==> config.mk <==
export PLATFORM = sky130hd
export DESIGN_NAME = psfm_top
export DESIGN_NICKNAME = d
export VERILOG_FILES = /design/src/core/psfm_pkg.sv /design/src/core/psfm_cycle_counter.sv /design/src/core/psfm_top.sv
export SDC_FILE = /design/constraint.sdc
export NUM_CORES = 1
export LEC_CHECK = 0
export BUFFER_PORTS_ARGS = -buffer_cell sky130_fd_sc_hd__buf_2
export CAP_MARGIN = 40
export CORE_UTILIZATION = 46
export DETAILED_ROUTE_END_ITERATION = 12
export GPL_TIMING_DRIVEN = 0
export PLACE_DENSITY = 0.73
export SETUP_SLACK_MARGIN = 0.05
export SYNTH_ARGS = -nofsm -noshare
export SYNTH_HDL_FRONTEND = slang
export SYNTH_SLANG_ARGS = --single-unit
==> constraint.sdc <==
create_clock -name i_core_clk -period 1.9 [get_ports i_core_clk]
set_input_delay 0.095 -clock i_core_clk [delete_from_list [all_inputs] [get_ports i_core_clk]]
set_output_delay 0.095 -clock i_core_clk [all_outputs]
set_load 0.01 [all_outputs]
==> src/core/psfm_pkg.sv <==
// Package of constants and types for the power stage fault monitor
package psfm_pkg;

  // Temperature codes, one LSB per degree C
  localparam int TEMP_W = 8;
  localparam logic [7:0] OT_SET_TEMP = 8'h8C;
  localparam logic [7:0] OT_CLR_TEMP = 8'h7D;

  // Over-current counting
  localparam int OC_EVENTS_TO_FLAG = 10;
  localparam int OC_CLEAN_CYCLES = 3;
  localparam int CNT_W = 4;

  // Pin output select codes
  localparam logic [1:0] PIN_LOW = 2'h0;
  localparam logic [1:0] PIN_TEMP = 2'h1;
  localparam logic [1:0] PIN_RAIL = 2'h2;

  // Pulse-width input decode
  typedef enum logic [1:0] {
    PSFM_PWM_LOW,
    PSFM_PWM_HIGH,
    PSFM_PWM_TRI
  } psfm_pwm_t;

endpackage

==> src/core/psfm_cycle_counter.sv <==
// Cycle-by-cycle over-current event and clean-cycle counter
`timescale 1ns/1ps

module psfm_cycle_counter #(
  parameter int EVENTS = psfm_pkg::OC_EVENTS_TO_FLAG,
  parameter int CLEAN = psfm_pkg::OC_CLEAN_CYCLES
) (
  // Clock and reset
  input wire logic i_core_clk,
  input wire logic i_rst,
  // Control
  input wire logic i_clear,
  input wire logic i_cycle_end,
  input wire logic i_cycle_oc,
  // Status
  output logic o_fault
);

  typedef struct packed {
    logic [psfm_pkg::CNT_W-1:0] events;
    logic [psfm_pkg::CNT_W-1:0] clean;
    logic fault;
  } psfm_cnt_state_t;

  psfm_cnt_state_t st;
  psfm_cnt_state_t next_st;

  function automatic logic [psfm_pkg::CNT_W-1:0] sat_inc(input logic [psfm_pkg::CNT_W-1:0] v,
                                                         input int lim);
    if (int'(v) >= lim) begin
      sat_inc = v;
    end else begin
      sat_inc = v + 4'h1;
    end
  endfunction

  always_comb begin
    next_st = st;
    if (i_clear) begin
      next_st = '0;
    end else if (i_cycle_end) begin
      if (i_cycle_oc) begin
        next_st.clean = '0;
        next_st.events = sat_inc(st.events, EVENTS);
        if (int'(next_st.events) >= EVENTS) begin
          next_st.fault = 1'b1;
        end
      end else begin
        next_st.clean = sat_inc(st.clean, CLEAN);
        if (int'(next_st.clean) >= CLEAN) begin
          next_st.events = '0;
          next_st.fault = 1'b0;
        end
      end
    end
  end

  always_ff @(posedge i_core_clk or posedge i_rst) begin
    if (i_rst) begin
      st <= '0;
    end else begin
      st <= next_st;
    end
  end

  assign o_fault = st.fault;

endmodule

==> src/core/psfm_top.sv <==
// Fault supervision and gate override for a half-bridge power stage
`timescale 1ns/1ps
// Functional notes
// - Pin held low until power ready
// - Pin doubles as fault flag
// - Fault drives rail, else temperature
// - Over-temperature sets above set threshold
// - Over-temperature clears below release threshold
// - Over-temperature keeps gates following command
// - Over-current turns high gate off
// - High gate stays off until hysteresis
// - Ten events without three clean flag
// - Three clean cycles clear over-current
// - Over-current on high command turns both gates off
// - High-side short flags, keeps switching
// - Short clears on release, enable, power
// - Startup overvoltage holds low gate on
// - Reverse current turns low gate off
// - Resume low gate at release level
// - Hiccup between release and trip
// - Shared line carries highest output

module psfm_top #(
  parameter int TEMP_W = psfm_pkg::TEMP_W,
  parameter logic [7:0] OT_SET = psfm_pkg::OT_SET_TEMP,
  parameter logic [7:0] OT_CLR = psfm_pkg::OT_CLR_TEMP
) (
  // Clock and reset
  input wire logic i_core_clk,
  input wire logic i_rst,
  // Controller side
  input wire logic i_enable,
  input wire logic i_pwm_high,
  input wire logic i_pwm_tri,
  // Supply and sensing
  input wire logic i_power_ready,
  input wire logic [TEMP_W-1:0] i_junction_temp,
  input wire logic i_overcurrent_trip,
  input wire logic i_overcurrent_release,
  input wire logic i_high_side_short,
  input wire logic i_startup_overvoltage_guard,
  input wire logic i_reverse_current_trip,
  input wire logic i_reverse_current_release,
  // Gate drives
  output logic o_high_gate_drive,
  output logic o_low_gate_drive,
  // Temperature and fault pin
  output logic [1:0] o_temp_fault_sel,
  output logic [TEMP_W-1:0] o_temp_fault_out,
  output logic o_fault_flag,
  output logic o_current_limit_hit
);

  typedef struct packed {
    logic hgate;
    logic lgate;
    logic [1:0] pin_sel;
    logic [TEMP_W-1:0] pin_val;
    logic flag;
    logic ot_fault;
    logic hs_block;
    logic ls_block;
    logic short_fault;
    logic startup;
    logic pwm_prev;
    logic cyc_oc;
    logic current_limit_hit;
  } psfm_state_t;

  psfm_state_t st;
  psfm_state_t next_st;
  logic active;
  logic cycle_end;
  logic oc_fault;
  logic any_fault;
  psfm_pkg::psfm_pwm_t pwm;

  // ****************************************
  // Pulse-width decode
  // ****************************************
  always_comb begin
    if (i_pwm_tri) begin
      pwm = psfm_pkg::PSFM_PWM_TRI;
    end else if (i_pwm_high) begin
      pwm = psfm_pkg::PSFM_PWM_HIGH;
    end else begin
      pwm = psfm_pkg::PSFM_PWM_LOW;
    end
  end

  // Active only when enabled and powered
  assign active = i_enable & i_power_ready;
  // One switching cycle ends on each rising command edge
  assign cycle_end = active & i_pwm_high & ~i_pwm_tri & ~st.pwm_prev;

  // ****************************************
  // Over-current cycle counting
  // ****************************************
  psfm_cycle_counter #(
    .EVENTS(psfm_pkg::OC_EVENTS_TO_FLAG),
    .CLEAN(psfm_pkg::OC_CLEAN_CYCLES)
  ) u_oc_count (
    .i_core_clk(i_core_clk),
    .i_rst(i_rst),
    .i_clear(~active),
    .i_cycle_end(cycle_end),
    .i_cycle_oc(st.cyc_oc),
    .o_fault(oc_fault)
  );

  assign any_fault = st.ot_fault | oc_fault | st.short_fault;

  // ****************************************
  // Next state
  // ****************************************
  always_comb begin
    next_st = st;
    next_st.pwm_prev = i_pwm_high & ~i_pwm_tri;
    if (!active) begin
      next_st = '0;
      next_st.startup = 1'b1;
      next_st.pin_sel = psfm_pkg::PIN_LOW;
    end else begin
      // Hysteresis keeps flag from chattering near the set point
      // over-temperature set
      if (i_junction_temp > OT_SET) begin
        next_st.ot_fault = 1'b1;
      end else if (i_junction_temp < OT_CLR) begin
        next_st.ot_fault = 1'b0;
      end
      next_st.short_fault = i_high_side_short;
      if (i_overcurrent_trip) begin
        next_st.hs_block = 1'b1;
      end else if (i_overcurrent_release) begin
        next_st.hs_block = 1'b0;
      end
      // Trip on the opening edge belongs to the new cycle, never counted twice
      if (cycle_end) begin
        next_st.cyc_oc = i_overcurrent_trip;
      end else if (i_overcurrent_trip) begin
        next_st.cyc_oc = 1'b1;
      end
      if (i_reverse_current_trip) begin
        next_st.ls_block = 1'b1;
      end else if (i_reverse_current_release) begin
        next_st.ls_block = 1'b0;
      end
      // Startup window ends at first non-tri-state command while the overvoltage guard is low
      if (pwm != psfm_pkg::PSFM_PWM_TRI && !i_startup_overvoltage_guard) begin
        next_st.startup = 1'b0;
      end
      unique case (pwm)
        psfm_pkg::PSFM_PWM_HIGH: begin
          next_st.hgate = ~(i_overcurrent_trip | next_st.hs_block);
          next_st.lgate = 1'b0;
        end
        psfm_pkg::PSFM_PWM_LOW: begin
          next_st.hgate = 1'b0;
          next_st.lgate = ~(i_reverse_current_trip | next_st.ls_block);
        end
        psfm_pkg::PSFM_PWM_TRI: begin
          next_st.hgate = 1'b0;
          next_st.lgate = 1'b0;
        end
      endcase
      if (st.startup && i_startup_overvoltage_guard) begin
        next_st.hgate = 1'b0;
        next_st.lgate = 1'b1;
      end
      next_st.current_limit_hit = (pwm == psfm_pkg::PSFM_PWM_HIGH) & (i_overcurrent_trip | next_st.hs_block);
      next_st.flag = any_fault;
      if (any_fault) begin
        next_st.pin_sel = psfm_pkg::PIN_RAIL;
        next_st.pin_val = '1;
      end else begin
        next_st.pin_sel = psfm_pkg::PIN_TEMP;
        next_st.pin_val = i_junction_temp;
      end
    end
  end

  always_ff @(posedge i_core_clk or posedge i_rst) begin
    if (i_rst) begin
      st <= '0;
      st.startup <= 1'b1;
    end else begin
      st <= next_st;
    end
  end

  assign o_high_gate_drive = st.hgate;
  assign o_low_gate_drive = st.lgate;
  assign o_temp_fault_sel = st.pin_sel;
  assign o_temp_fault_out = st.pin_val;
  assign o_fault_flag = st.flag;
  assign o_current_limit_hit = st.current_limit_hit;

endmodule

# Yosys cells after proc, flatten, opt, wreduce, memory -nomap -nowiden
# Cells that the tools add are included.
dict set report totals {
  mem_bits_ro 0
  input_bits 20
  out_inout_bits 14
  ff_bits 30
  elab_cells 86
  latchBits 0
  mem_bits_rw 0
  mem_count 0
}
dict set report op_classes {
  n_div 0
  shifts 0
  n_mul 0
  add_sub_neg 2
  magnitude_cmp 6
  n_reduce_logical 6
  n_mux 33
  eq_ne 9
  n_bitwise 14
}
# operator n
set ops {}
lappend ops {{$mux 4} 9}
lappend ops {{$mux 9} 3}
lappend ops {{$mux 18} 1}
lappend ops {{$mux 1} 15}
lappend ops {{$mux 10} 1}
lappend ops {{$ne 3x2->1 const B} 3}
lappend ops {{$add 4x1->4 const B} 2}
lappend ops {{$ge 4x2->1 const B} 2}
lappend ops {{$ge 4x4->1 const B} 2}
lappend ops {{$gt 8x8->1 const B} 1}
lappend ops {{$lt 8x7->1 const B} 1}
lappend ops {{$and 1x1->1} 6}
lappend ops {{$mux 2} 3}
lappend ops {{$pmux 2 s3} 1}
lappend ops {{$ne 2x1->1 const B} 2}
lappend ops {{$not 1->1} 4}
lappend ops {{$or 1x1->1} 4}
lappend ops {{$ne 3x1->1 const B} 1}
lappend ops {{$reduce_and 3->1} 1}
lappend ops {{$eq 2x1->1 const B} 1}
lappend ops {{$eq 2x2->1 const B} 1}
lappend ops {{$logic_and 1x1->1} 2}
lappend ops {{$logic_not 2->1} 1}
lappend ops {{$ne 2x2->1 const B} 1}
lappend ops {{2 further kinds} 2}

# Longest topological paths before layout
# Gate-level depths: netlist of run 1.
dict set report depth {
  depth_word 11
  mapped_depth 6
  depth_no_buf 6
}

# Modules after synthesis
# Synthesis of run 1 repeated with hierarchy kept, for this count alone.
dict set report unflattened {
  hier_cells 124
  area_unflattened_um2 1345.0
}
# module seq_area_each_um2 area_each_um2 cells_each instances
set by_module_without_submodules {}
lappend by_module_without_submodules {psfm_top 501.7 812.0 70 1}
lappend by_module_without_submodules {psfm_cycle_counter 225.2 533.0 54 1}

# Worst setup path after synthesis of run 1
# No wires, ideal clock.
dict set report synth_timing {
  path_type {register to register}
  startpoint {register u_oc_count.st[5] in the netlist's numbering}
  endpoint {register u_oc_count.st[7] in the netlist's numbering}
  path_slack_ps 125
  arrival_ps 1699
  n_path_buf 0
  stages_incl_launch_ff 7
  period_less_slack_ps 1775
  setup_ps 76
  required_ps 1824
  cell_sequence {dfrtp_1 -> inv_1 -> ha_1 -> o31a_1 -> or3_4 -> or3b_1 -> o21ai_1}
}
dict set report synth_between {
  elab_chain_len 8
  elab_cells_between_ends 9
  classes_between {add/sub (1); order compare (1); mux (7)}
}
# item line
set synth_rtl {}
lappend synth_rtl {{from (decl)} psfm_cycle_counter.sv:25} ;# psfm_cnt_state_t st;
lappend synth_rtl {{from (signal assigned)} psfm_cycle_counter.sv:62} ;# st <= next_st;
lappend synth_rtl {{$add 4x1->4 or $ge 4x4->1 (tied branches)} {psfm_cycle_counter.sv:33, psfm_cycle_counter.sv:30}}
lappend synth_rtl {{$mux 4 *} psfm_cycle_counter.sv:30} ;# if (int'(v) >= lim) begin
lappend synth_rtl {{$mux 4 *} psfm_cycle_counter.sv:42} ;# if (i_cycle_oc) begin
lappend synth_rtl {{$mux 4 *} psfm_cycle_counter.sv:41} ;# end else if (i_cycle_end) begin
lappend synth_rtl {{$mux 4 *} psfm_cycle_counter.sv:39} ;# if (i_clear) begin
lappend synth_rtl {{$mux 9 *} psfm_cycle_counter.sv:42}
lappend synth_rtl {{$mux 9 *} psfm_cycle_counter.sv:41}
lappend synth_rtl {{$mux 9 *} psfm_cycle_counter.sv:39}
# Mark *: on every way between the ends. The rest lies on a longest branch, timed or not. The select of a mux whose other input is x is not followed.
# A chain may end at the register's enable or synchronous reset.

# Final worst setup path of run 1
dict set report layout_timing {
  startpoint {register st[2] in the netlist's numbering}
  endpoint {register u_oc_count.st[7] in the netlist's numbering}
}
dict set report layout_between {
  elab_chain_len 4
}
# item line
set layout_rtl {}
lappend layout_rtl {{from (decl)} psfm_top.sv:70} ;# psfm_state_t st;
lappend layout_rtl {{from (signal assigned)} psfm_top.sv:187} ;# st <= next_st;
lappend layout_rtl {{$not 1->1} psfm_top.sv:94} ;# assign cycle_end = active & i_pwm_high & ~i_pwm_tri & ~st.pwm_prev;
lappend layout_rtl {{$and 1x1->1} psfm_top.sv:94}
lappend layout_rtl {{$ne 2x1->1 (no line)} -}
lappend layout_rtl {{$reduce_and 2->1 (no line)} -}
# No other way between the ends.

==> summary.md, run 1 <==
| Metric | Value |
|---|---|
| Setup TNS after final layout | `0 ps` |
| Internal reg-to-reg setup slack | `110 ps` |
| Core region area | `2781 sq um` |
| Warning count from the yosys run | `0` |
| Clock Power Share | `40.1%` |
| Leading cell type in the layout, fill and taps excluded | `sky130_fd_sc_hd__buf_2` |
| Clock root buffer master | `sky130_fd_sc_hd__clkbuf_4` |
| Largest fanout on the critical path | `7` |
| Total power divided by cell area | `763.8 nW/um^2` |
| Vias | `1122` |
| Total of flip-flops plus latches after synthesis | `29` |
| Hold_sp | `i_junction_temp[3]` |
| Clock Sink Count | `29` |
| Global-route usage over all layers | `18.68%` |
| Worst endpoint required time | `2150 ps` |
| Cell Rows | `19` |
| Antenna violations before repair | `0` |
| Max-cap violation count | `0` |
| Cell depth of the worst hold path | `3` |
| Clock network latency to the later pin of the worst-skew pair | `330 ps` |
| Time the worst path needs with I/O delays and setup | `roughly 1800 ps` |
| Tightest Hold Check Type | `in -> reg` |
| Critical path start-end classification | `reg -> reg` |
| Number of flops mapped to enable cells by yosys | `0` |
| Final weighted congestion of routability-driven global placement | `between 0.7 and 0.8` |
| Number of I/O port buffers | `33` |
| Die boundary width | `between 50 and 60 um` |
| Unrepaired setup endpoints after global routing | `false` |
| Commonest cells after routing, fill and taps aside | `sky130_fd_sc_hd__buf_2 (33), sky130_fd_sc_hd__dfrtp_1 (27), sky130_fd_sc_hd__nor2_1 (23)` |
| Detailed router's first-iteration violation count | `31` |
| Full die area | `3164 sq um` |
| Capturing element type of the critical path | `register` |
| Combinational share of power | `10.8%` |
| Total clock buffers created by CTS | `5` |
| Via/cell ratio | `5.243` |
| Average cell area after synthesis | `9.954 sq um` |
| Family of cells with the greatest summed delay on the critical path | `simple AND/OR/NAND/NOR gates` |
| Leakage power | `0.8955 nW` |
| Cells on worst reg2reg path | `5` |
| Maximum number of pins on one net before global-route repair | `16` |
| Number of max-slew violations in the final report | `0` |
| Worst reg2reg path startpoint | `st[2]$_DFF_PP0_` |
| Routed len/inst | `12.48 um` |
| Post-route ant nets | `0` |
| Crit-path slowest cell | `sky130_fd_sc_hd__dfrtp_1` |
| DRC violations left | `0` |
| Number of hold violations in the final report | `0` |
| Global-route wire length before repair | `around 4400 um` |
| Net switching fraction of the power | `between 20% and 30%` |
| Fraction of final layout cells sized beyond drive strength 1 | `slightly above 30%` |
| Period Utilization, post-route | `a little over nine tenths` |
| FMAX | `557.3 MHz` |
| Number of global-route vias before repair | `between 1000 and 1500` |
| TritonCTS clock tree | `built` |
| Signal arrival time at the worst endpoint | `slightly above 2000 ps` |
| Buffers and inverters on the worst path | `1` |
| Final count of negative-setup-slack endpoints | `0` |
| Die Y | `56.25 um` |
| Highest cell delay on the worst timing path | `around 380 ps` |
| Syn Std Cell Area | `1354 sq um` |
| Layout overhead on the synthesized area | `26.52%` |
| First-pass iteration count of the detailed router | `6` |
| Cell count after synthesis | `136` |
| Seq pwr share | `49.2%` |
| Internal cell power | `0.001016 W` |
| Net switching power | `0.0002919 W` |
| Terminus of the critical flop-to-flop path | `u_oc_count.st[7]$_DFFE_PP0P_` |
| Clock transition at the registers of the reported paths | `~90 ps` |
| Number of buffers on the longest clock path | `2` |
| Worst hold endpoint | `o_temp_fault_out[3]$_DFF_PP0_` |
| Top FF cell, synth | `sky130_fd_sc_hd__dfrtp_1` |
| Number of H-tree levels | `2` |
| Net count, final | `205` |
| Starting utilization of the core area | `~50%` |
| Worst-case clock skew | `9.564 ps` |
| Ant. Diodes | `0` |
| Number of ports placed on the die boundary | `34` |
| Cell-by-cell listing of the critical path | `or3b_1, buf_6, or3_4, or3b_1, o21ai_1` |
| Crit start category | `register` |
| Worst Max-Slew Pin Slew | `600.3 ps` |
| DP Wirelength | `around 1900 um` |
| Synth Net Count | `159` |
| Status | `finished clean` |
| CP dominant cell by count | `sky130_fd_sc_hd__or3b_1` |
| Share of synthesized area occupied by flip-flops and latches | `53.70%` |
| Gr ovfl total | `0` |
| Maximum ir drop on the vdd rail | `around 640 uV` |
| Number of unique standard cell types used by synthesis | `38` |
| Detailed-route wire length | `2671 um` |
| Count of non-filler cells in the finished layout | `214` |
| Async SR Flop Fraction | `100.0%` |
| Cell count after placement | `201` |
| Tightest slew margin relative to the limit | `59.94%` |
-- worst min-delay path, delay by kind of cell --
kind / cells / cell delay [ps]
buf+inv: 1 / 90
simple gates: 2 / 110
-- state kept, by name (all words and copies together) (netlist names) --
register and cells:
o_temp_fault_out 8, o_high_gate_drive 1, o_current_limit_hit 1, o_temp_fault_sel 1
u_oc_count.o_fault 1, st 7, o_fault_flag 1, u_oc_count.st 8
o_low_gate_drive 1
-- synth_stat cells (2+ instances only) --
library cell / number / area [sq um]
sky130_fd_sc_hd__inv_1: 4 / 15.01
sky130_fd_sc_hd__nand2_1: 6 / 22.52
sky130_fd_sc_hd__nor3_1: 5 / 25.02
sky130_fd_sc_hd__clkbuf_1: 3 / 11.26
sky130_fd_sc_hd__and2_1: 3 / 18.77
sky130_fd_sc_hd__or3_1: 2 / 12.51
sky130_fd_sc_hd__nand3_1: 4 / 20.02
sky130_fd_sc_hd__or3b_1: 2 / 17.52
sky130_fd_sc_hd__nor2_1: 23 / 86.33
sky130_fd_sc_hd__a21oi_1: 8 / 40.04
sky130_fd_sc_hd__buf_4: 10 / 75.07
sky130_fd_sc_hd__nor3b_1: 4 / 30.03
sky130_fd_sc_hd__nor2b_1: 2 / 12.51
sky130_fd_sc_hd__dfrtp_1: 28 / 700.7
sky130_fd_sc_hd__and3_1: 3 / 18.77
sky130_fd_sc_hd__o21ai_0: 5 / 25.02
sky130_fd_sc_hd__ha_1: 3 / 37.54
-- area by class of cell --
cell class	instances	area (sq um)
Buffer	13	93.84
Clock buffer	7	55.05
Clock inverter	1	30.03
Fill cell	254	1069
Inverter	4	15.01
Multi-Input combinational cell	89	514.2
Sequential cell	29	728.2
Tap cell	31	38.79
Timing Repair Buffer	40	237.7
-- power by group through the flow --
stage / combinational [W] / sequential [W] / clock [W]
final: 0.000141 / 0.000643 / 0.000524
after CTS: 0.000145 / 0.000641 / 0.000544
after floorplan: 0.0000793 / 0.000653 / 0
after global placement: 0.000129 / 0.000653 / 0
after detailed placement: 0.000136 / 0.000654 / 0
after global routing: 0.000158 / 0.000646 / 0.000567
-- worst max-delay path by stage --
stage / to / cells past startpoint / slack [ps] / start
after floorplan: u_oc_count.st[7]$_DFFE_PP0P_ / 6 / 120 / u_oc_count.st[5]$_DFFE_PP0P_
after global placement: u_oc_count.st[7]$_DFFE_PP0P_ / 6 / 70 / u_oc_count.st[5]$_DFFE_PP0P_
after detailed placement: u_oc_count.st[7]$_DFFE_PP0P_ / 6 / 40 / u_oc_count.st[5]$_DFFE_PP0P_
after CTS: u_oc_count.st[7]$_DFFE_PP0P_ / 5 / 60 / u_oc_count.st[6]$_DFFE_PP0P_
after global routing: u_oc_count.st[7]$_DFFE_PP0P_ / 5 / 60 / u_oc_count.st[6]$_DFFE_PP0P_
final: u_oc_count.st[7]$_DFFE_PP0P_ / 5 / 110 / st[2]$_DFF_PP0_
-- per-layer routing --
metal	GRT usage [%]	routed length, um
met4	6.969	30
met2	32.31	1359
met5	0	0
met1	20.21	1117
met3	8.065	164
-- logic make-up (layout without fill, tap and decap cells) --
kind of cell	count (synthesis)	after routing	share of synthesized area (%)
adders and majority gates	3	3	2.773
and+or+nand+nor	59	59	22.27
muxes	1	1	0.7394
DFF	29	29	53.70
AOI/OAI and AO/OA	26	26	12.20
buffers and inverters	18	65	8.317
-- what timing repair did --
| action | 4_1_cts | 5_1_grt |
|---|---|---|
| gates resized for setup | 0 | 1 |
| buffers inserted | 1 | 0 |
| pin swaps | 0 | 1 |
| hold buffers | 5 | 0 |
| endpoints found under the hold margin | 18 | 0 |
| setup endpoints to repair | 1 | 1 |
-- stage by stage --
step	cell area [sq um]	power [W]	setup WS (ps)	hold WS [ps]	util, %
after floorplan	1354	0.0007324	124.6	172.4	-
after global placement	1558	0.0007823	74.17	326.5	56.01
after detailed placement	1573	0.0007898	42.52	189.3	56.55
after CTS	1715	0.001331	61.42	2.720	61.67
after global routing	1713	0.001371	56.28	6.079	61.58
final	1713	0.001308	105.5	11.73	61.58
(Power assumes the default switching activity.)
==> run 2: changes to the inputs <==
==> constraint.sdc (replaced) <==
create_clock -name i_core_clk -period 1.9 [get_ports i_core_clk]
set_input_delay 0.285 -clock i_core_clk [delete_from_list [all_inputs] [get_ports i_core_clk]]
set_output_delay 0.285 -clock i_core_clk [all_outputs]
set_load 0.01 [all_outputs]
==> run 2 against run 1 <==
Sequential cell count unchanged. Sequential share of layout area rose by 1.3 points. Sequential power about the same. Die area did not move. Hold slack got worse by 7.4 ps. Register-to-register slack is essentially flat. Setup slack about the same. Combinational power is 6% lower. Power shrank 0.59%. Final area fell by 2.9%. Cell count is 2.3% lower. Largest cell class unchanged. Largest power group unchanged.
==> summary.md, run 2 (synthesis gave the netlist of run 1 again) <==
| Metric | Value |
|---|---|
| Number of buffers on the longest clock path | `2 (unchanged)` |
| Final count of negative-setup-slack endpoints | `0 (unchanged)` |
| Detailed router's first-iteration violation count | `34 (was 31)` |
| Fraction of final layout cells sized beyond drive strength 1 | `32.02% (was 31.15%)` |
| Die Y | `56.25 um (unchanged)` |
| Time the worst path needs with I/O delays and setup | `1794 ps (was 1795 ps)` |
| Starting utilization of the core area | `48.67% (unchanged)` |
| Maximum ir drop on the vdd rail | `636.8 uV (was 636.9 uV)` |
| Capturing instance or port of the critical path | `u_oc_count.st[7]$_DFFE_PP0P_ (unchanged)` |
| Launch point of the worst path | `st[2]$_DFF_PP0_ (unchanged)` |
| Clock network latency to the later pin of the worst-skew pair | `330 ps (about the same)` |
| Worst reg2reg path startpoint | `st[2]$_DFF_PP0_ (unchanged)` |
| Total clock buffers created by CTS | `5 (unchanged)` |
| Global-route usage over all layers | `18.24% (was 18.68%)` |
| Crit-path slowest cell | `sky130_fd_sc_hd__dfrtp_1 (unchanged)` |
| Number of hold violations in the final report | `0 (unchanged)` |
| Number of max-slew violations in the final report | `0 (unchanged)` |
| Ant. Diodes | `0 (unchanged)` |
| DRC violations left | `0 (unchanged)` |
| Clock transition at the registers of the reported paths | `90 ps (about the same)` |
| Leakage power | `0.8746 nW (was 0.8955 nW)` |
| Cells on worst reg2reg path | `5 (unchanged)` |
| Internal reg-to-reg setup slack | `110 ps (about the same)` |
| Clock root buffer master | `sky130_fd_sc_hd__clkbuf_4 (unchanged)` |
| Total power divided by cell area | `782.1 nW/um^2 (was 763.8 nW/um^2)` |
| Net count, final | `200 (was 205)` |
| Terminus of the critical flop-to-flop path | `u_oc_count.st[7]$_DFFE_PP0P_ (unchanged)` |
| Number of I/O port buffers | `33 (unchanged)` |
| Signal arrival time at the worst endpoint | `2050 ps (about the same)` |
| Worst Max-Slew Pin Slew | `602.2 ps (was 600.3 ps)` |
| Total routed wire length on the met1 layer | `1109 um (was 1117 um)` |
| Crit start category | `register (unchanged)` |
| Number of H-tree levels | `2 (unchanged)` |
| Full die area | `3164 sq um (unchanged)` |
| CP dominant cell by count | `sky130_fd_sc_hd__or3b_1 (unchanged)` |
| Worst endpoint required time | `2160 ps (was 2150 ps)` |
| Detailed-route wire length | `2621 um (was 2671 um)` |
| FMAX | `557.3 MHz (about the same)` |
| Max-cap violation count | `0 (unchanged)` |
| Met2 routed wirelength | `1306 um (was 1359 um)` |
| Highest cell delay on the worst timing path | `380 ps (about the same)` |
| Cell-by-cell listing of the critical path | `or3b_1, buf_6, or3_4, or3b_1, o21ai_1 (unchanged)` |
| Vias | `1114 (was 1122)` |
| Gr ovfl total | `0 (unchanged)` |
| Critical path start-end classification | `reg -> reg (unchanged)` |
| Number of ports placed on the die boundary | `34 (unchanged)` |
| Worst-case clock skew | `9.567 ps (was 9.564 ps)` |
| Hold buffer count at cts | `0 (was 5)` |
| Largest fanout on the critical path | `7 (unchanged)` |
| Via/cell ratio | `5.330 (was 5.243)` |
| First-pass iteration count of the detailed router | `4 (was 6)` |
| Global-route wire length before repair | `4305 um (was 4422 um)` |
| Commonest cells after routing, fill and taps aside | `sky130_fd_sc_hd__buf_2 (33), sky130_fd_sc_hd__dfrtp_1 (27), sky130_fd_sc_hd__nor2_1 (23) (unchanged)` |
| Period Utilization, post-route | `94.43% (was 94.45%)` |
| Maximum number of pins on one net before global-route repair | `16 (unchanged)` |
| Die boundary width | `56.25 um (unchanged)` |
| TritonCTS clock tree | `built (unchanged)` |
| Antenna violations before repair | `0 (unchanged)` |
| Status | `finished clean (unchanged)` |
| Cell Rows | `19 (unchanged)` |
| Highest metal layer with signal wires | `met4 (unchanged)` |
| Leading cell type in the layout, fill and taps excluded | `sky130_fd_sc_hd__buf_2 (unchanged)` |
| Layout overhead on the synthesized area | `22.83% (was 26.52%)` |
| Core region area | `2781 sq um (unchanged)` |
| Final weighted congestion of routability-driven global placement | `0.7905 (unchanged)` |
| Routed met3 length | `175 um (was 164 um)` |
| Tightest Hold Check Type | `in -> async (was in -> reg)` |
| Tightest slew margin relative to the limit | `59.81% (was 59.94%)` |
| DP Wirelength | `1923 um (unchanged)` |
| Clock Sink Count | `29 (unchanged)` |
| Capturing element type of the critical path | `register (unchanged)` |
| Number of global-route vias before repair | `1017 (was 1062)` |
| Routed len/inst | `12.54 um (was 12.48 um)` |
| Hold Worst Slack | `4.276 ps (was 11.73 ps)` |
| Post-route ant nets | `0 (unchanged)` |
| Setup TNS after final layout | `0 ps (unchanged)` |
| Unrepaired setup endpoints after global routing | `false (unchanged)` |
-- run 2: changes by cell type in the layout (fill, tap and decap cells not counted) --
cell	before	now
sky130_fd_sc_hd__dlygate4sd3_1	5	0
-- run 2: through the flow --
stage	total power [W]	cell area, sq um	utilization, %	setup slack (ps)	cells
floorplan	0.0007324	1354	-	124.6	136
global placement	0.0007823	1558	56.01	69.97	200
detailed placement	0.0007898	1573	56.55	42.52	201
CTS	0.001323	1665	59.87	61.42	210
global route	0.001362	1663	59.78	56.28	209
finish	0.001301	1663	59.78	105.8	209
-- run 2: area by class of cell --
cell class              instances  area (sq um)
clock inverters                 1         30.03
inverters                       4         15.01
clock buffers                   7         55.05
well taps                      31         38.79
flip-flops and latches         29         728.2
plain buffers                  13         93.84
repair buffers                 35         187.7
fillers                       256          1119
multi-input cells              89         514.2
-- run 2: how the worst min path moves through the flow --
stage	start	slack [ps]	endpoint
after floorplan	i_rst	360	o_current_limit_hit$_DFF_PP0_
after global placement	st[3]$_DFFE_PP1P_	480	st[3]$_DFFE_PP1P_
after detailed placement	i_rst	380	o_temp_fault_out[5]$_DFF_PP0_
after CTS	i_rst	10	o_temp_fault_out[5]$_DFF_PP0_
after global routing	i_rst	20	o_temp_fault_out[5]$_DFF_PP0_
final	i_rst	4	o_temp_fault_out[5]$_DFF_PP0_
-- run 2: what timing repair did --
action | 4_1_cts | 5_1_grt
resized for setup | 0 | 1
endpoints found under the setup margin | 1 | 1
buffers inserted | 1 | 0
pin swaps | 0 | 1
-- run 2: where the power goes --
group / internal [W] / switching (W)
Combinational: 0.0000607 / 0.0000723
Clock: 0.000314 / 0.000210
Sequential: 0.000635 / 0.00000826
Total: 0.00101 / 0.000291
-- run 2: critical path, delay by kind of cell, from the launching register on --
kind | cells | cell delay, ps
simple gates | 3 | 1110
flops | 1 | 380
buf+inv | 1 | 140
compound gates | 1 | 80
-- run 2: per-layer routing --
layer	vias to the layer above	track usage, %
met1	527	20.21
met2	36	31.29
met5	-	0
met4	0	6.620
li1	547	-
met3	4	7.604
==> run 3: changes to the inputs <==
Settings changed: ABC_AREA set to 1, CORE_UTILIZATION 46 to 40, PLACE_DENSITY 0.73 to 0.65.
==> run 3 against run 2 <==
Fmax grew 25%. Critical path depth grew 6. Area after synthesis grew 7.9%. Highest routed layer unchanged. Sequential power is essentially flat. Critical path type unchanged. Clock power shrank 26%. Cell count grew 19%. Hold slack gained 160 ps. Final area grew 7.1%. Register-to-register slack gained 350 ps.
==> summary.md, run 3 <==
| Metric | Value |
|---|---|
| Cell Rows | `21 (was 19)` |
| FMAX | `694.2 MHz (was 557.3 MHz)` |
| Average cell area after synthesis | `9.134 sq um (was 9.954 sq um)` |
| Worst endpoint required time | `2170 ps (was 2160 ps)` |
| Hold_sp | `i_high_side_short` |
| CP dominant cell by count | `sky130_fd_sc_hd__nand2_1 (was sky130_fd_sc_hd__or3b_1)` |
| Worst reg2reg path startpoint | `u_oc_count.st[5]$_DFFE_PP0P_ (was st[2]$_DFF_PP0_)` |
| TritonCTS clock tree | `built (unchanged)` |
| Final weighted congestion of routability-driven global placement | `0.8322 (was 0.7905)` |
| Tightest slew margin relative to the limit | `56.13% (was 59.81%)` |
| Tightest Hold Check Type | `in -> reg (was in -> async)` |
| Total clock buffers created by CTS | `5 (unchanged)` |
| Net count, final | `225 (was 200)` |
| Fillers | `320 (was 256)` |
| Cell count after placement | `240 (was 201)` |
| Antenna violations before repair | `0 (unchanged)` |
| Warning count from the yosys run | `0 (unchanged)` |
| Most instantiated library cell after synthesis | `sky130_fd_sc_hd__nand2_1 (was sky130_fd_sc_hd__dfrtp_1)` |
| Number of flops mapped to enable cells by yosys | `0 (unchanged)` |
| Internal reg-to-reg setup slack | `460 ps (was 110 ps)` |
| Layout overhead on the synthesized area | `21.83% (was 22.83%)` |
| Hold Worst Slack | `162.2 ps (was 4.276 ps)` |
| Hold buffer count at cts | `1 (was 0)` |
| Leading post-synthesis cells by cell area | `sky130_fd_sc_hd__dfrtp_1 (48%), sky130_fd_sc_hd__nand2_1 (7.7%), sky130_fd_sc_hd__inv_1 (5.4%) (was sky130_fd_sc_hd__dfrtp_1 (52%), sky130_fd_sc_hd__nor2_1 (6.4%), sky130_fd_sc_hd__buf_4 (5.5%))` |
| Leakage power | `0.9752 nW (was 0.8746 nW)` |
| Ant. Diodes | `0 (unchanged)` |
| Share of synthesized area occupied by flip-flops and latches | `49.74% (was 53.70%)` |
| Total power divided by cell area | `669.1 nW/um^2 (was 782.1 nW/um^2)` |
| Largest fanout on the critical path | `5 (was 7)` |
| Setup TNS after final layout | `0 ps (unchanged)` |
| DP Wirelength | `2063 um (was 1923 um)` |
| Unrepaired setup endpoints after global routing | `false (unchanged)` |
| Most used standard cells in the synthesized netlist | `sky130_fd_sc_hd__nand2_1 (30), sky130_fd_sc_hd__dfrtp_1 (28), sky130_fd_sc_hd__inv_1 (21) (was sky130_fd_sc_hd__dfrtp_1 (28), sky130_fd_sc_hd__nor2_1 (23), sky130_fd_sc_hd__buf_4 (10))` |
| Period Utilization, post-route | `75.82% (was 94.43%)` |
| Routed len/inst | `10.75 um (was 12.54 um)` |
| Number of max-slew violations in the final report | `0 (unchanged)` |
| Starting utilization of the core area | `42.78% (was 48.67%)` |
| Maximum number of pins on one net before global-route repair | `22 (was 16)` |
| Cell-by-cell listing of the critical path | `inv_1, ha_1, nor2_1, nand2_1, nand2_1, nand2_1, nand2_1, nand3_1, nand2_1, nand2_1, a21oi_2 (was or3b_1, buf_6, or3_4, or3b_1, o21ai_1)` |
| Net switching power | `0.0003046 W (was 0.0002909 W)` |
| Top cell type's share of synthesized area | `47.95% (was 51.76%)` |
| Status | `finished clean (unchanged)` |
| Number of unique standard cell types used by synthesis | `35 (was 38)` |
| Total of flip-flops plus latches after synthesis | `29 (unchanged)` |
| Signal arrival time at the worst endpoint | `1710 ps (was 2050 ps)` |
| Internal cell power | `0.0008866 W (was 0.001010 W)` |
| Top FF cell, synth | `sky130_fd_sc_hd__dfrtp_1 (unchanged)` |
| Worst-case clock skew | `9.128 ps (was 9.567 ps)` |
| Syn Std Cell Area | `1461 sq um (was 1354 sq um)` |
| Family of cells with the greatest summed delay on the critical path | `simple AND/OR/NAND/NOR gates (unchanged)` |
| Async SR Flop Fraction | `100.0% (unchanged)` |
| Highest cell delay on the worst timing path | `440 ps (was 380 ps)` |
| Clock Power Share | `32.6% (was 40.3%)` |
| Most area-hungry cell type in the Yosys netlist | `sky130_fd_sc_hd__dfrtp_1 (unchanged)` |
| Met3 GRT Util | `5.657% (was 7.604%)` |
| Worst Max-Slew Pin Slew | `653.0 ps (was 602.2 ps)` |
| Cells on worst reg2reg path | `11 (was 5)` |
| Die Y | `62.45 um (was 56.25 um)` |
| Final count of negative-setup-slack endpoints | `0 (unchanged)` |
| Core region area | `3416 sq um (was 2781 sq um)` |
| First-pass iteration count of the detailed router | `4 (unchanged)` |
| Number of I/O port buffers | `33 (unchanged)` |
| Capturing element type of the critical path | `register (unchanged)` |
| Terminus of the critical flop-to-flop path | `u_oc_count.o_fault$_DFFE_PP0P_ (was u_oc_count.st[7]$_DFFE_PP0P_)` |
| Detailed-route wire length | `2676 um (was 2621 um)` |
| Synth Net Count | `183 (was 159)` |
| Global-route wire length before repair | `4885 um (was 4305 um)` |
| Clock transition at the registers of the reported paths | `90 ps (about the same)` |
| Clock root buffer master | `sky130_fd_sc_hd__clkbuf_4 (unchanged)` |
| Cell depth of the worst hold path | `3` |
| Number of gates resized after cts | `0 (unchanged)` |
| Number of buffers on the longest clock path | `2 (unchanged)` |
| Buffers and inverters on the worst path | `1 (unchanged)` |
| Post-route ant nets | `0 (unchanged)` |
| Met2 Track Usage GR | `27.31% (was 31.29%)` |
| Seq pwr share | `54.2% (was 49.5%)` |
| Commonest cells after routing, fill and taps aside | `sky130_fd_sc_hd__buf_2 (33), sky130_fd_sc_hd__nand2_1 (30), sky130_fd_sc_hd__dfrtp_1 (28) (was sky130_fd_sc_hd__buf_2 (33), sky130_fd_sc_hd__dfrtp_1 (27), sky130_fd_sc_hd__nor2_1 (23))` |
| Worst hold endpoint | `st[4]$_DFF_PP0_` |
| Gr ovfl total | `0 (unchanged)` |
| Number of global-route vias before repair | `1166 (was 1017)` |
| Most used routing layer in global routing | `met2 (unchanged)` |
| Time the worst path needs with I/O delays and setup | `1440 ps (was 1794 ps)` |
| Max-cap violation count | `0 (unchanged)` |
| Vias | `1172 (was 1114)` |
| Number of ports placed on the die boundary | `34 (unchanged)` |
| Critical path start-end classification | `reg -> reg (unchanged)` |
| Net switching fraction of the power | `25.57% (was 22.36%)` |
| Via/cell ratio | `4.707 (was 5.330)` |
| Global-route usage over all layers | `16.19% (was 18.24%)` |
| Crit start category | `register (unchanged)` |
| Clock network latency to the later pin of the worst-skew pair | `330 ps (about the same)` |
| Number of H-tree levels | `2 (unchanged)` |
| Cell count after synthesis | `160 (was 136)` |
| Clock Sink Count | `29 (unchanged)` |
| Detailed router's first-iteration violation count | `25 (was 34)` |
| Number of hold violations in the final report | `0 (unchanged)` |
| Maximum ir drop on the vdd rail | `396.3 uV (was 636.8 uV)` |
| Die boundary width | `62.45 um (was 56.25 um)` |
| Crit-path slowest cell | `sky130_fd_sc_hd__dfrtp_1 (unchanged)` |
| Met1 layer usage reported by global route | `19.17% (was 20.21%)` |
| Combinational share of power | `13.2% (was 10.2%)` |
| Leading cell type in the layout, fill and taps excluded | `sky130_fd_sc_hd__buf_2 (unchanged)` |
| Total setup buffers inserted after CTS | `0 (was 1)` |
| DRC violations left | `0 (unchanged)` |
| Fraction of final layout cells sized beyond drive strength 1 | `32.51% (was 32.02%)` |
| Full die area | `3899 sq um (was 3164 sq um)` |
| Count of non-filler cells in the finished layout | `249 (was 209)` |
-- run 3: cell types whose count changed after synthesis, sizes merged, moves of 4 or more --
cell,previous run,this run
a21oi,8,12
nand2,6,34
nor2,23,14
nor3b,4,0
inv,4,23
and2,4,0
nand3,4,13
-- run 3: cells by family (layout without fill, tap and decap cells) --
group	count (synthesis)	count (layout)	synth area share [%]
DFF	29	29	49.74
adders and majority gates	3	3	2.569
xor gates and xnor gates	2	2	1.199
AOI/OAI and AO/OA	25	25	10.79
and+or+nand+nor	65	65	23.46
buffers and inverters	36	79	12.24
-- run 3: metal layers --
layer	vias up	share of wire, %
met3	7	4.6
met2	26	49
met4	0	1.4
met1	548	45
met5	-	0
li1	591	-
-- run 3: area by class of cell --
type / count / area, sq um / share of cell area [%]
Buffer: 13 / 87.58 / 4.919
Clock buffer: 8 / 58.81 / 3.303
Inverter: 23 / 91.34 / 5.130
Multi-Input combinational cell: 95 / 555.5 / 31.20
Sequential cell: 29 / 726.9 / 40.83
Tap cell: 46 / 57.56 / 3.233
Timing Repair Buffer: 35 / 202.7 / 11.38
-- run 3: worst reg2reg max path: stages (launching register included) --
cell and delay [ps]:
sky130_fd_sc_hd__dfrtp_1 440, sky130_fd_sc_hd__inv_1 70, sky130_fd_sc_hd__ha_1 210, sky130_fd_sc_hd__nor2_1 90, sky130_fd_sc_hd__nand2_1 70, sky130_fd_sc_hd__nand2_1 90, sky130_fd_sc_hd__nand2_1 70, sky130_fd_sc_hd__nand2_1 60
sky130_fd_sc_hd__nand3_1 60, sky130_fd_sc_hd__nand2_1 60, sky130_fd_sc_hd__nand2_1 60, sky130_fd_sc_hd__a21oi_2 110
-- run 3: worst max path at each step --
stage | startpoint | end | slack (ps) | depth (start not counted)
final | u_oc_count.st[5]$_DFFE_PP0P_ | u_oc_count.o_fault$_DFFE_PP0P_ | 460 | 11
after global routing | u_oc_count.st[5]$_DFFE_PP0P_ | u_oc_count.o_fault$_DFFE_PP0P_ | 260 | 11
after CTS | u_oc_count.st[5]$_DFFE_PP0P_ | u_oc_count.o_fault$_DFFE_PP0P_ | 440 | 11
after detailed placement | u_oc_count.st[5]$_DFFE_PP0P_ | u_oc_count.o_fault$_DFFE_PP0P_ | 460 | 11
after global placement | u_oc_count.st[5]$_DFFE_PP0P_ | u_oc_count.o_fault$_DFFE_PP0P_ | 500 | 11
after floorplan | u_oc_count.st[1]$_DFFE_PP0P_ | u_oc_count.o_fault$_DFFE_PP0P_ | 600 | 8
-- run 3: stage by stage --
stage	util (%)	power, W	instance area [sq um]	setup WS [ps]
after global routing	52.12	0.001259	1780	262.7
after CTS	52.12	0.001203	1780	443.2
after detailed placement	50.11	0.0008154	1712	459.8
after floorplan	-	0.0007533	1461	597.0
final	52.12	0.001191	1780	459.5
after global placement	49.30	0.0008035	1684	496.4
-- run 3: power groups by stage --
stage | registers [W] | clock network, W | logic [W]
2_1_floorplan | 0.000657 | 0 | 0.0000962
3_3_place_gp | 0.000657 | 0 | 0.000147
3_5_place_dp | 0.000658 | 0 | 0.000157
4_1_cts | 0.000646 | 0.000397 | 0.000159
5_1_grt | 0.000649 | 0.000435 | 0.000176
6_report | 0.000646 | 0.000389 | 0.000157
